File: config.mk
export PLATFORM = sky130hd
export DESIGN_NAME = aoi_top
export DESIGN_NICKNAME = d
export VERILOG_FILES = /design/src/aoi_pkg.sv /design/src/aoi_sync.sv /design/src/aoi_top.sv
export SDC_FILE = /design/constraint.sdc
export NUM_CORES = 1
export LEC_CHECK = 0
export BUFFER_PORTS_ARGS = -buffer_cell sky130_fd_sc_hd__buf_2
export CAP_MARGIN = 30
export CORE_MARGIN = 2
export CORE_UTILIZATION = 30
export CTS_CLUSTER_DIAMETER = 150
export CTS_CLUSTER_SIZE = 28
export DETAILED_ROUTE_END_ITERATION = 7
export PLACE_DENSITY = 0.56
export SLEW_MARGIN = 15
export SYNTH_ARGS = -nofsm -noshare
export SYNTH_HDL_FRONTEND = slang
export SYNTH_SLANG_ARGS = --single-unit
export TNS_END_PERCENT = 20
File: constraint.sdc
create_clock -name I_MCLK -period 3.6 [get_ports I_MCLK]
set_input_delay 0.36 -clock I_MCLK [delete_from_list [all_inputs] [get_ports I_MCLK]]
set_output_delay 0.36 -clock I_MCLK [all_outputs]
set_load 0.03 [all_outputs]
File: src/aoi_pkg.sv
// Package for the converter output interface: widths, codes and timing constants.
// Assumes a single 40 MHz system clock and no register bus.
package aoi_pkg;
  // ----------------------------------------------------------------------
  // Widths and latency
  // ----------------------------------------------------------------------
  localparam int SAMPLE_W = 16;
  localparam int LATENCY = 7;
  localparam int MSB_POS = 15;
  localparam int LSB_POS = 0;
  // ----------------------------------------------------------------------
  // Format pin levels
  // ----------------------------------------------------------------------
  localparam logic [1:0] MODE_OB_DCS_OFF = 2'h0;
  localparam logic [1:0] MODE_OB_DCS_ON = 2'h1;
  localparam logic [1:0] MODE_TC_DCS_ON = 2'h2;
  localparam logic [1:0] MODE_TC_DCS_OFF = 2'h3;
  // ----------------------------------------------------------------------
  // Reset values
  // ----------------------------------------------------------------------
  localparam logic [15:0] SAMPLE_RST = 16'h0000;
  localparam logic DVN_RST = 1'b1;
endpackage

File: src/aoi_sync.sv
// Two flip-flop synchroniser for a group of pin levels.
// Assumes the inputs are asynchronous to i_clk.
`timescale 1ns/1ps
module aoi_sync #(
  parameter int W = 1
) (
  input wire logic i_clk,
  input wire logic i_arst_n,
  input wire logic [W-1:0] i_d,
  output logic [W-1:0] o_q
);
  logic [W-1:0] meta;
  always_ff @(posedge i_clk or negedge i_arst_n) begin
    if (!i_arst_n) begin
      meta <= '0;
      o_q <= '0;
    end else begin
      meta <= i_d;
      o_q <= meta;
    end
  end
endmodule // aoi_sync

File: src/aoi_top.sv
// Digital output side of a 16-bit pipelined sampling converter.
// Assumes encode and all strap pins are asynchronous and sampled by I_MCLK.
`timescale 1ns/1ps
// Operation
// RULE_01: Sample is taken at each rising edge of the positive encode input.
// RULE_02: Receiver may latch words on encode rising edge instead of strobes.
// RULE_03: Power-down high tri-states outputs; low is normal operation.
// RULE_04: Dither select high enables internal dither, low disables it.
// RULE_05: Result is a 16-bit parallel word, bit 15 most significant.
// RULE_06: Negative valid strobe toggles once per sample; latch on its fall.
// RULE_07: Positive valid strobe is the inverse; latch on its rise.
// RULE_08: Overflow flag is high when the sample exceeded range, else low.
// RULE_09: Output enable low drives outputs; high tri-states them.
// RULE_10: Four-level mode pin picks binary format and duty stabilizer.
// RULE_11: Scramble select high XORs bits 1 to 15 with bit 0.
// RULE_12: Receiver XORs received LSB into other bits to decode.
// RULE_13: Result of a sample appears seven encode cycles after its edge.
// RULE_14: Offset binary is two's complement with MSB inverted, before drivers.
module aoi_top #(
  parameter int SAMPLE_W = aoi_pkg::SAMPLE_W,
  parameter int LATENCY = aoi_pkg::LATENCY
) (
  // Clock and reset
  input wire logic I_MCLK,
  input wire logic I_ARST_N,
  // Encode and analog result
  input wire logic I_ENCODE_IN_POS,
  input wire logic [SAMPLE_W-1:0] I_ANALOG_CODE,
  input wire logic I_ANALOG_OVER,
  // Static controls
  input wire logic I_POWER_DOWN_PIN,
  input wire logic I_OUTPUT_EN_N,
  input wire logic I_DITHER_SELECT,
  input wire logic I_OUTPUT_SCRAMBLE_SELECT,
  input wire logic [1:0] I_MODE_LEVEL,
  // Sample outputs
  output logic [SAMPLE_W-1:0] O_SAMPLE_BITS,
  output logic [SAMPLE_W-1:0] O_SAMPLE_BITS_OE,
  output logic O_RANGE_OVERFLOW_FLAG,
  output logic O_RANGE_OVERFLOW_FLAG_OE,
  output logic O_VALID_STROBE_NEG,
  output logic O_VALID_STROBE_POS,
  output logic [1:0] O_VALID_STROBE_OE,
  // Status
  output logic O_DITHER_ACTIVE,
  output logic O_DUTY_CYCLE_STABILIZER,
  output logic O_ANALOG_POWERED
);
  // ----------------------------------------------------------------------
  // Input synchronisers
  // ----------------------------------------------------------------------
  // The analog code is treated as a pin group; it must be stable around
  // the encode edge, since a wide bus through two flops is not coherent.
  localparam int SW = SAMPLE_W + 8;
  logic [SW-1:0] sync_q;
  aoi_sync #(.W(SW)) u_sync (
    .i_clk(I_MCLK),
    .i_arst_n(I_ARST_N),
    .i_d({I_ENCODE_IN_POS, I_ANALOG_OVER, I_POWER_DOWN_PIN, I_OUTPUT_EN_N,
          I_DITHER_SELECT, I_OUTPUT_SCRAMBLE_SELECT, I_MODE_LEVEL, I_ANALOG_CODE}),
    .o_q(sync_q)
  );
  logic enc_s, ovr_s, pd_s, oen_s, dither_select_s, scr_s;
  logic [1:0] mode_s;
  logic [SAMPLE_W-1:0] code_s;
  assign {enc_s, ovr_s, pd_s, oen_s, dither_select_s, scr_s, mode_s, code_s} = sync_q;

  function automatic logic [SAMPLE_W-1:0] fmt_word(input logic [SAMPLE_W-1:0] tc,
                                                   input logic [1:0] mode,
                                                   input logic scr);
    logic [SAMPLE_W-1:0] w;
    w = tc;
    // RULE_10 RULE_14 format select
    if (mode == aoi_pkg::MODE_OB_DCS_OFF || mode == aoi_pkg::MODE_OB_DCS_ON) begin
      w[SAMPLE_W-1] = ~tc[SAMPLE_W-1];
    end
    // RULE_11 output scramble
    if (scr) begin
      w[SAMPLE_W-1:1] = w[SAMPLE_W-1:1] ^ {(SAMPLE_W-1){w[0]}};
    end
    return w;
  endfunction

  // ----------------------------------------------------------------------
  // State
  // ----------------------------------------------------------------------
  typedef struct packed {
    logic enc_d;
    logic [LATENCY-1:0][SAMPLE_W-1:0] pipe;
    logic [LATENCY-1:0] pipe_ovr;
    logic [SAMPLE_W-1:0] data;
    logic ovr;
    logic dvn;
    logic dvp;
    logic oe;
    logic dither_select;
    logic duty_cycle_stabilizer;
    logic pwr;
  } aoi_state_t;
  aoi_state_t st, next_st;

  logic enc_rise;
  assign enc_rise = enc_s & ~st.enc_d;

  always_comb begin
    next_st = st;
    next_st.enc_d = enc_s;
    // RULE_04 dither enable
    next_st.dither_select = dither_select_s & ~pd_s;
    next_st.duty_cycle_stabilizer = (mode_s == aoi_pkg::MODE_OB_DCS_ON) || (mode_s == aoi_pkg::MODE_TC_DCS_ON);
    // RULE_03 RULE_09 output enable
    next_st.oe = ~pd_s & ~oen_s;
    next_st.pwr = ~pd_s;
    // RULE_01 RULE_13 sample and pipeline
    if (enc_rise && !pd_s) begin
      next_st.pipe[0] = code_s;
      next_st.pipe_ovr[0] = ovr_s;
      for (int i = 1; i < LATENCY; i++) begin
        next_st.pipe[i] = st.pipe[i-1];
        next_st.pipe_ovr[i] = st.pipe_ovr[i-1];
      end
      // RULE_05 RULE_08 word and flag
      next_st.data = fmt_word(st.pipe[LATENCY-1], mode_s, scr_s);
      next_st.ovr = st.pipe_ovr[LATENCY-1];
      // RULE_06 RULE_07 valid strobes
      next_st.dvn = ~st.dvn;
      next_st.dvp = st.dvn;
    end
  end

  always_ff @(posedge I_MCLK or negedge I_ARST_N) begin
    if (!I_ARST_N) begin
      st <= '0;
      st.dvn <= aoi_pkg::DVN_RST;
    end else begin
      st <= next_st;
    end
  end

  // ----------------------------------------------------------------------
  // Outputs
  // ----------------------------------------------------------------------
  assign O_SAMPLE_BITS = st.data;
  assign O_SAMPLE_BITS_OE = {SAMPLE_W{st.oe}};
  assign O_RANGE_OVERFLOW_FLAG = st.ovr;
  assign O_RANGE_OVERFLOW_FLAG_OE = st.oe;
  assign O_VALID_STROBE_NEG = st.dvn;
  assign O_VALID_STROBE_POS = st.dvp;
  assign O_VALID_STROBE_OE = {2{st.oe}};
  assign O_DITHER_ACTIVE = st.dither_select;
  assign O_DUTY_CYCLE_STABILIZER = st.duty_cycle_stabilizer;
  assign O_ANALOG_POWERED = st.pwr;
endmodule // aoi_top

**Word level (Yosys, flattened, before mapping)**

Cells that the tools add are included.

- Reductions and logical operators: 5
- Multiplexer cells: 3
- Equal/unequal tests: 2
- Bitwise logic cells: 9

Operators with widths:

| kind | count |
|---|---|
| two-way mux 15 bit | 1 |
| XOR 15 bit | 1 |
| NOT 1 bit | 5 |
| bitwise AND 1 bit | 3 |
| == test 2 x 1 -> 1 bit (second input constant) | 1 |
| == test 2 bit (second input constant) | 1 |
| logical NOT 2 bit | 1 |
| logical OR 1 bit | 2 |
| two-way mux 1 bit | 2 |
| logical AND 1 bit | 1 |
| logical NOT 1 bit | 1 |

- Bits of input ports: 26
- Word-level logic and storage cells: 38
- Output and inout port bits: 41
- Register bits: 191

**Logic depth before layout (Yosys ltp)**

- Depth after elaboration: 6
- Mapped depth: 6
- Mapped depth without buffers: 5

**Modules after synthesis**

From an unflattened synthesis, not the netlist that was laid out.

- Cell total of the unflattened synthesis: 420
- Area, all modules: 7174.4 um^2

Modules (own cells, without submodules):

| module | cells an instance | seq. area each (um^2) | area each (um^2) | times used |
|---|---|---|---|---|
| aoi_top | 372 | 3579.7 | 5973.2 | 1 |
| aoi_sync | 48 | 1201.2 | 1201.2 | 1 |

**Worst setup path after synthesis**

Ideal clock, no wire load.

- Kind: reg-to-reg
- Start point: register u_sync.o_q[21]
- End point: register st[30] (netlist bit)
- Setup time: 125 ps
- Path buffers: 3
- Stages on the path, launching flop included: 6
- Clock period less this slack: 1423 ps
- Arrival: 1298 ps
- Required time: 3475 ps
- Path slack: 2177 ps
- Cells stage by stage: dfrtp_1 nor3b_2 buf_6 buf_12 buf_12 mux2_4

- Longest elaborated chain between the ends: 2

RTL lines:

| item | RTL line | text |
|---|---|---|
| from (decl) | aoi_sync.sv:10 | `output logic [W-1:0] o_q` |
| from (signal assigned) | aoi_sync.sv:19 | `o_q <= meta;` |
| logical NOT 1 bit | aoi_top.sv:115 | `if (enc_rise && !pd_s) begin` |
| logical AND 1 bit | aoi_top.sv:115 |  |
| to (signal assigned) | aoi_top.sv:136 | `st <= next_st;` |
| to (decl) | aoi_top.sv:100 | `aoi_state_t st, next_st;` |

Every way passes these cells.
A chain may end at the register's enable or synchronous reset.

**Final worst setup path**

- Start point: register u_sync.o_q[21]
- End point: register st[120] (netlist bit)

Same word-level chain as after synthesis.

==> results.toml <==
[pwr]
clkPwrFrac = 0.316
power.leakage_nw = 3.76
comb_power_share = 0.191
power.density_nw_per_um2 = 789
intPower_mw = 4.75
power_frac_seq = 0.493
vdd_drop_max_mv = 0.282
p_sw_mw = 1.67
switching_share = 0.260

[synthesis]
yosysTopAreaCellShare = 0.663
yosys-top-cells-area = "dfrtp_1 (66%), mux2_2 (11%), mux2_4 (10%)"
synth_flop_cell = "dfrtp_1"
synth_fp_nets = 448
yosysWarnings = 0
syn_area_sq_um = 7170
ys_types = 17
ys_ff_latch = 191
netlist_top_cells_count = "dfrtp_1 (190), mux2_2 (73), mux2_4 (50)"
yosysMostFrequentCell = "dfrtp_1"
seq_area_frac_synth = 0.666
yosysTopAreaCell = "dfrtp_1"
synth_edf_count = 0
syn_inst = 420
synth_area_per_cell_sq_um = 17.1
synth-async-reset-ratio = 1.00

[routing]
post_drt_wl_per_cell_microns = 12.1
first_pass_iters = 4
drc = 0
via_count = 3011
drtIter0Drc = 143
viasPerCell = 3.83
detail-route-antenna-nets = 0
totalWireLength_microns = 9520

[cts]
cts-hold-fix-buffers = 0
numCtsBuffers = 17
cts_buffer_depth = 2
path_clk_slew_ns = 0.07
cts_tree = "built"
cts.sinks = 191
post_cts.repair.setup_buffers = 0
ctsRootBufferMaster = "clkbuf_16"
cts_resized = 0
h-tree-depth = 4
insertion_delay_ns = 0.42

[sta]
finalHoldViolations = 0
drv_slew = 0
period_share = 0.540
relSlewSlack = 0.413
setup_viol = 0
rsz0062_at_grt = "false"
fin_ws_ns = 1.66
finClkSkew_ns = 0.00629
tightest_slew_ns = 0.881
min_period_ns = 1.94
fin_tns_setup_ns = 0
whs_ns = 0.0319
max_freq_ghz = 0.515

[layout]
drive_gt1_frac = 0.481
num-fill-cells = 2232
diodes = 0
final-seq-area_sq_um = 4780
layout.cells.non_filler = 787
nets = 484
design_area_sq_um = 8130
multi_input_area_sq_um = 1910
area_growth_pct = 13.3

[worst_hold_path]
worstHoldPathType = "in -> async"

[critical_path]
endpoint_kind = "flip-flop"
cp.arrival_ns = 2.25
worstPathRequired_ns = 3.91
cp-start-kind = "flip-flop"
path_class = "reg -> reg"
crit_fanout = 152

[placement]
place_congestion = 0.683
io_buffers = 66
dp_slack_ns = 1.67
dpl_cell_area_sq_um = 7490
post-place-cells = 756
dp_hpwl_microns = 5630

[outcome]
status = "finished, final reports clean"

[run]
cap_violations = 0

[die]
start_util = 0.306
rows = 56
coreArea_sq_um = 23500
die_h_microns = 159
die-area_sq_um = 25200
die_w_microns = 159
num_io_pins = 67

[global_routing]
grt-ovfl-total = 0
grt.total_usage = 0.0854
antenna_found_initial = 0
grt_pass1_wl_microns = 16700
grt_max_degree = 153
grt_pass1_vias = 3353
==> critical path, stage by stage, from the launching register on <==
cell     delay (ns)
dfrtp_1        0.43
nor3b_4        0.24
buf_12         0.62
mux2_2         0.41
==> power groups by stage <==
stage | Combinational (mW) | Sequential (mW) | Clock [mW]
finish | 1.23 | 3.16 | 2.03
global route | 1.35 | 3.26 | 2.19
CTS | 1.25 | 3.17 | 2.10
detailed placement | 1.24 | 3.21 | 0
global placement | 1.20 | 3.17 | 0
floorplan | 1.09 | 3.12 | 0
==> placed cells by master (no fill, tap or decap) <==
cell type,synthesis,final
a21oi_1,14,14
buf_12,6,2
buf_2,1,65
buf_4,42,1
bufinv_16,0,5
clkbuf_1,0,1
clkbuf_16,0,17
clkbuf_8,0,1
clkinv_2,0,2
clkinvlp_4,0,2
dfrtp_1,190,190
dfstp_2,1,1
ha_1,2,2
inv_1,3,3
inv_6,0,4
mux2_2,73,73
mux2_4,50,50
nand2_2,1,1
nor2_1,16,16
nor2b_1,1,1
nor3b_4,0,1
xor2_1,15,15
xor3_1,1,1
==> kinds of logic after synthesis <==
family / after synthesis / share of synthesized area
xor gates and xnor gates: 16 / 0.0216
muxes: 123 / 0.219
DFF: 191 / 0.666
adders and majority gates: 2 / 0.00349
AOI/OAI and AO/OA: 14 / 0.00977
and+or+nand+nor: 19 / 0.0119
buffers and inverters: 55 / 0.0677
==> flip-flops by register name (all words and copies together) (netlist names) <==
register / count
O_ANALOG_POWERED: 1
O_DITHER_ACTIVE: 1
O_DUTY_CYCLE_STABILIZER: 1
O_RANGE_OVERFLOW_FLAG: 1
O_RANGE_OVERFLOW_FLAG_OE: 1
O_SAMPLE_BITS: 16
O_VALID_STROBE_NEG: 1
O_VALID_STROBE_POS: 1
st: 120
u_sync.meta: 24
u_sync.o_q: 24
==> per-layer routing <==
| metal | track usage | routed length, microns | vias to the layer above |
|---|---|---|---|
| met5 | 0 | 0 | - |
| met4 | 0.0322 | 117 | 0 |
| met3 | 0.0346 | 504 | 9 |
| met2 | 0.122 | 4040 | 67 |
| met1 | 0.116 | 4870 | 1487 |
| li1 | - | - | 1448 |
==> through the flow <==
stage | power [mW] | util
2_1_floorplan | 4.21 | -
6_report | 6.41 | 0.346
5_1_grt | 6.81 | 0.346
4_1_cts | 6.52 | 0.346
3_3_place_gp | 4.37 | 0.319
3_5_place_dp | 4.46 | 0.319
==> worst paths after layout <==
check	to	cells past startpoint	startpoint	slack [ns]
worst max-delay path	st[120]	3	u_sync.o_q[21]	1.66
worst min register to register	u_sync.o_q[20]	0	u_sync.meta[20]	0.35
min in group I_MCLK	u_sync.meta[11]	1	I_ANALOG_CODE[11]	0.03
max in group asynchronous	st[125]	2	I_ARST_N	2.68
worst max register to register	st[120]	3	u_sync.o_q[21]	1.66
worst min-delay path	u_sync.meta[0]	1	I_ARST_N	0.03
==> area by class of cell <==
class,instances,area share
clock buffers,18,0.0528
flip-flops and latches,191,0.588
well taps,319,0.0491
repair buffers,69,0.0475
inverters,3,0.00138
multi-input cells,174,0.235
clock inverters,13,0.0259
No activity file was read; power rests on OpenSTA's default activity.
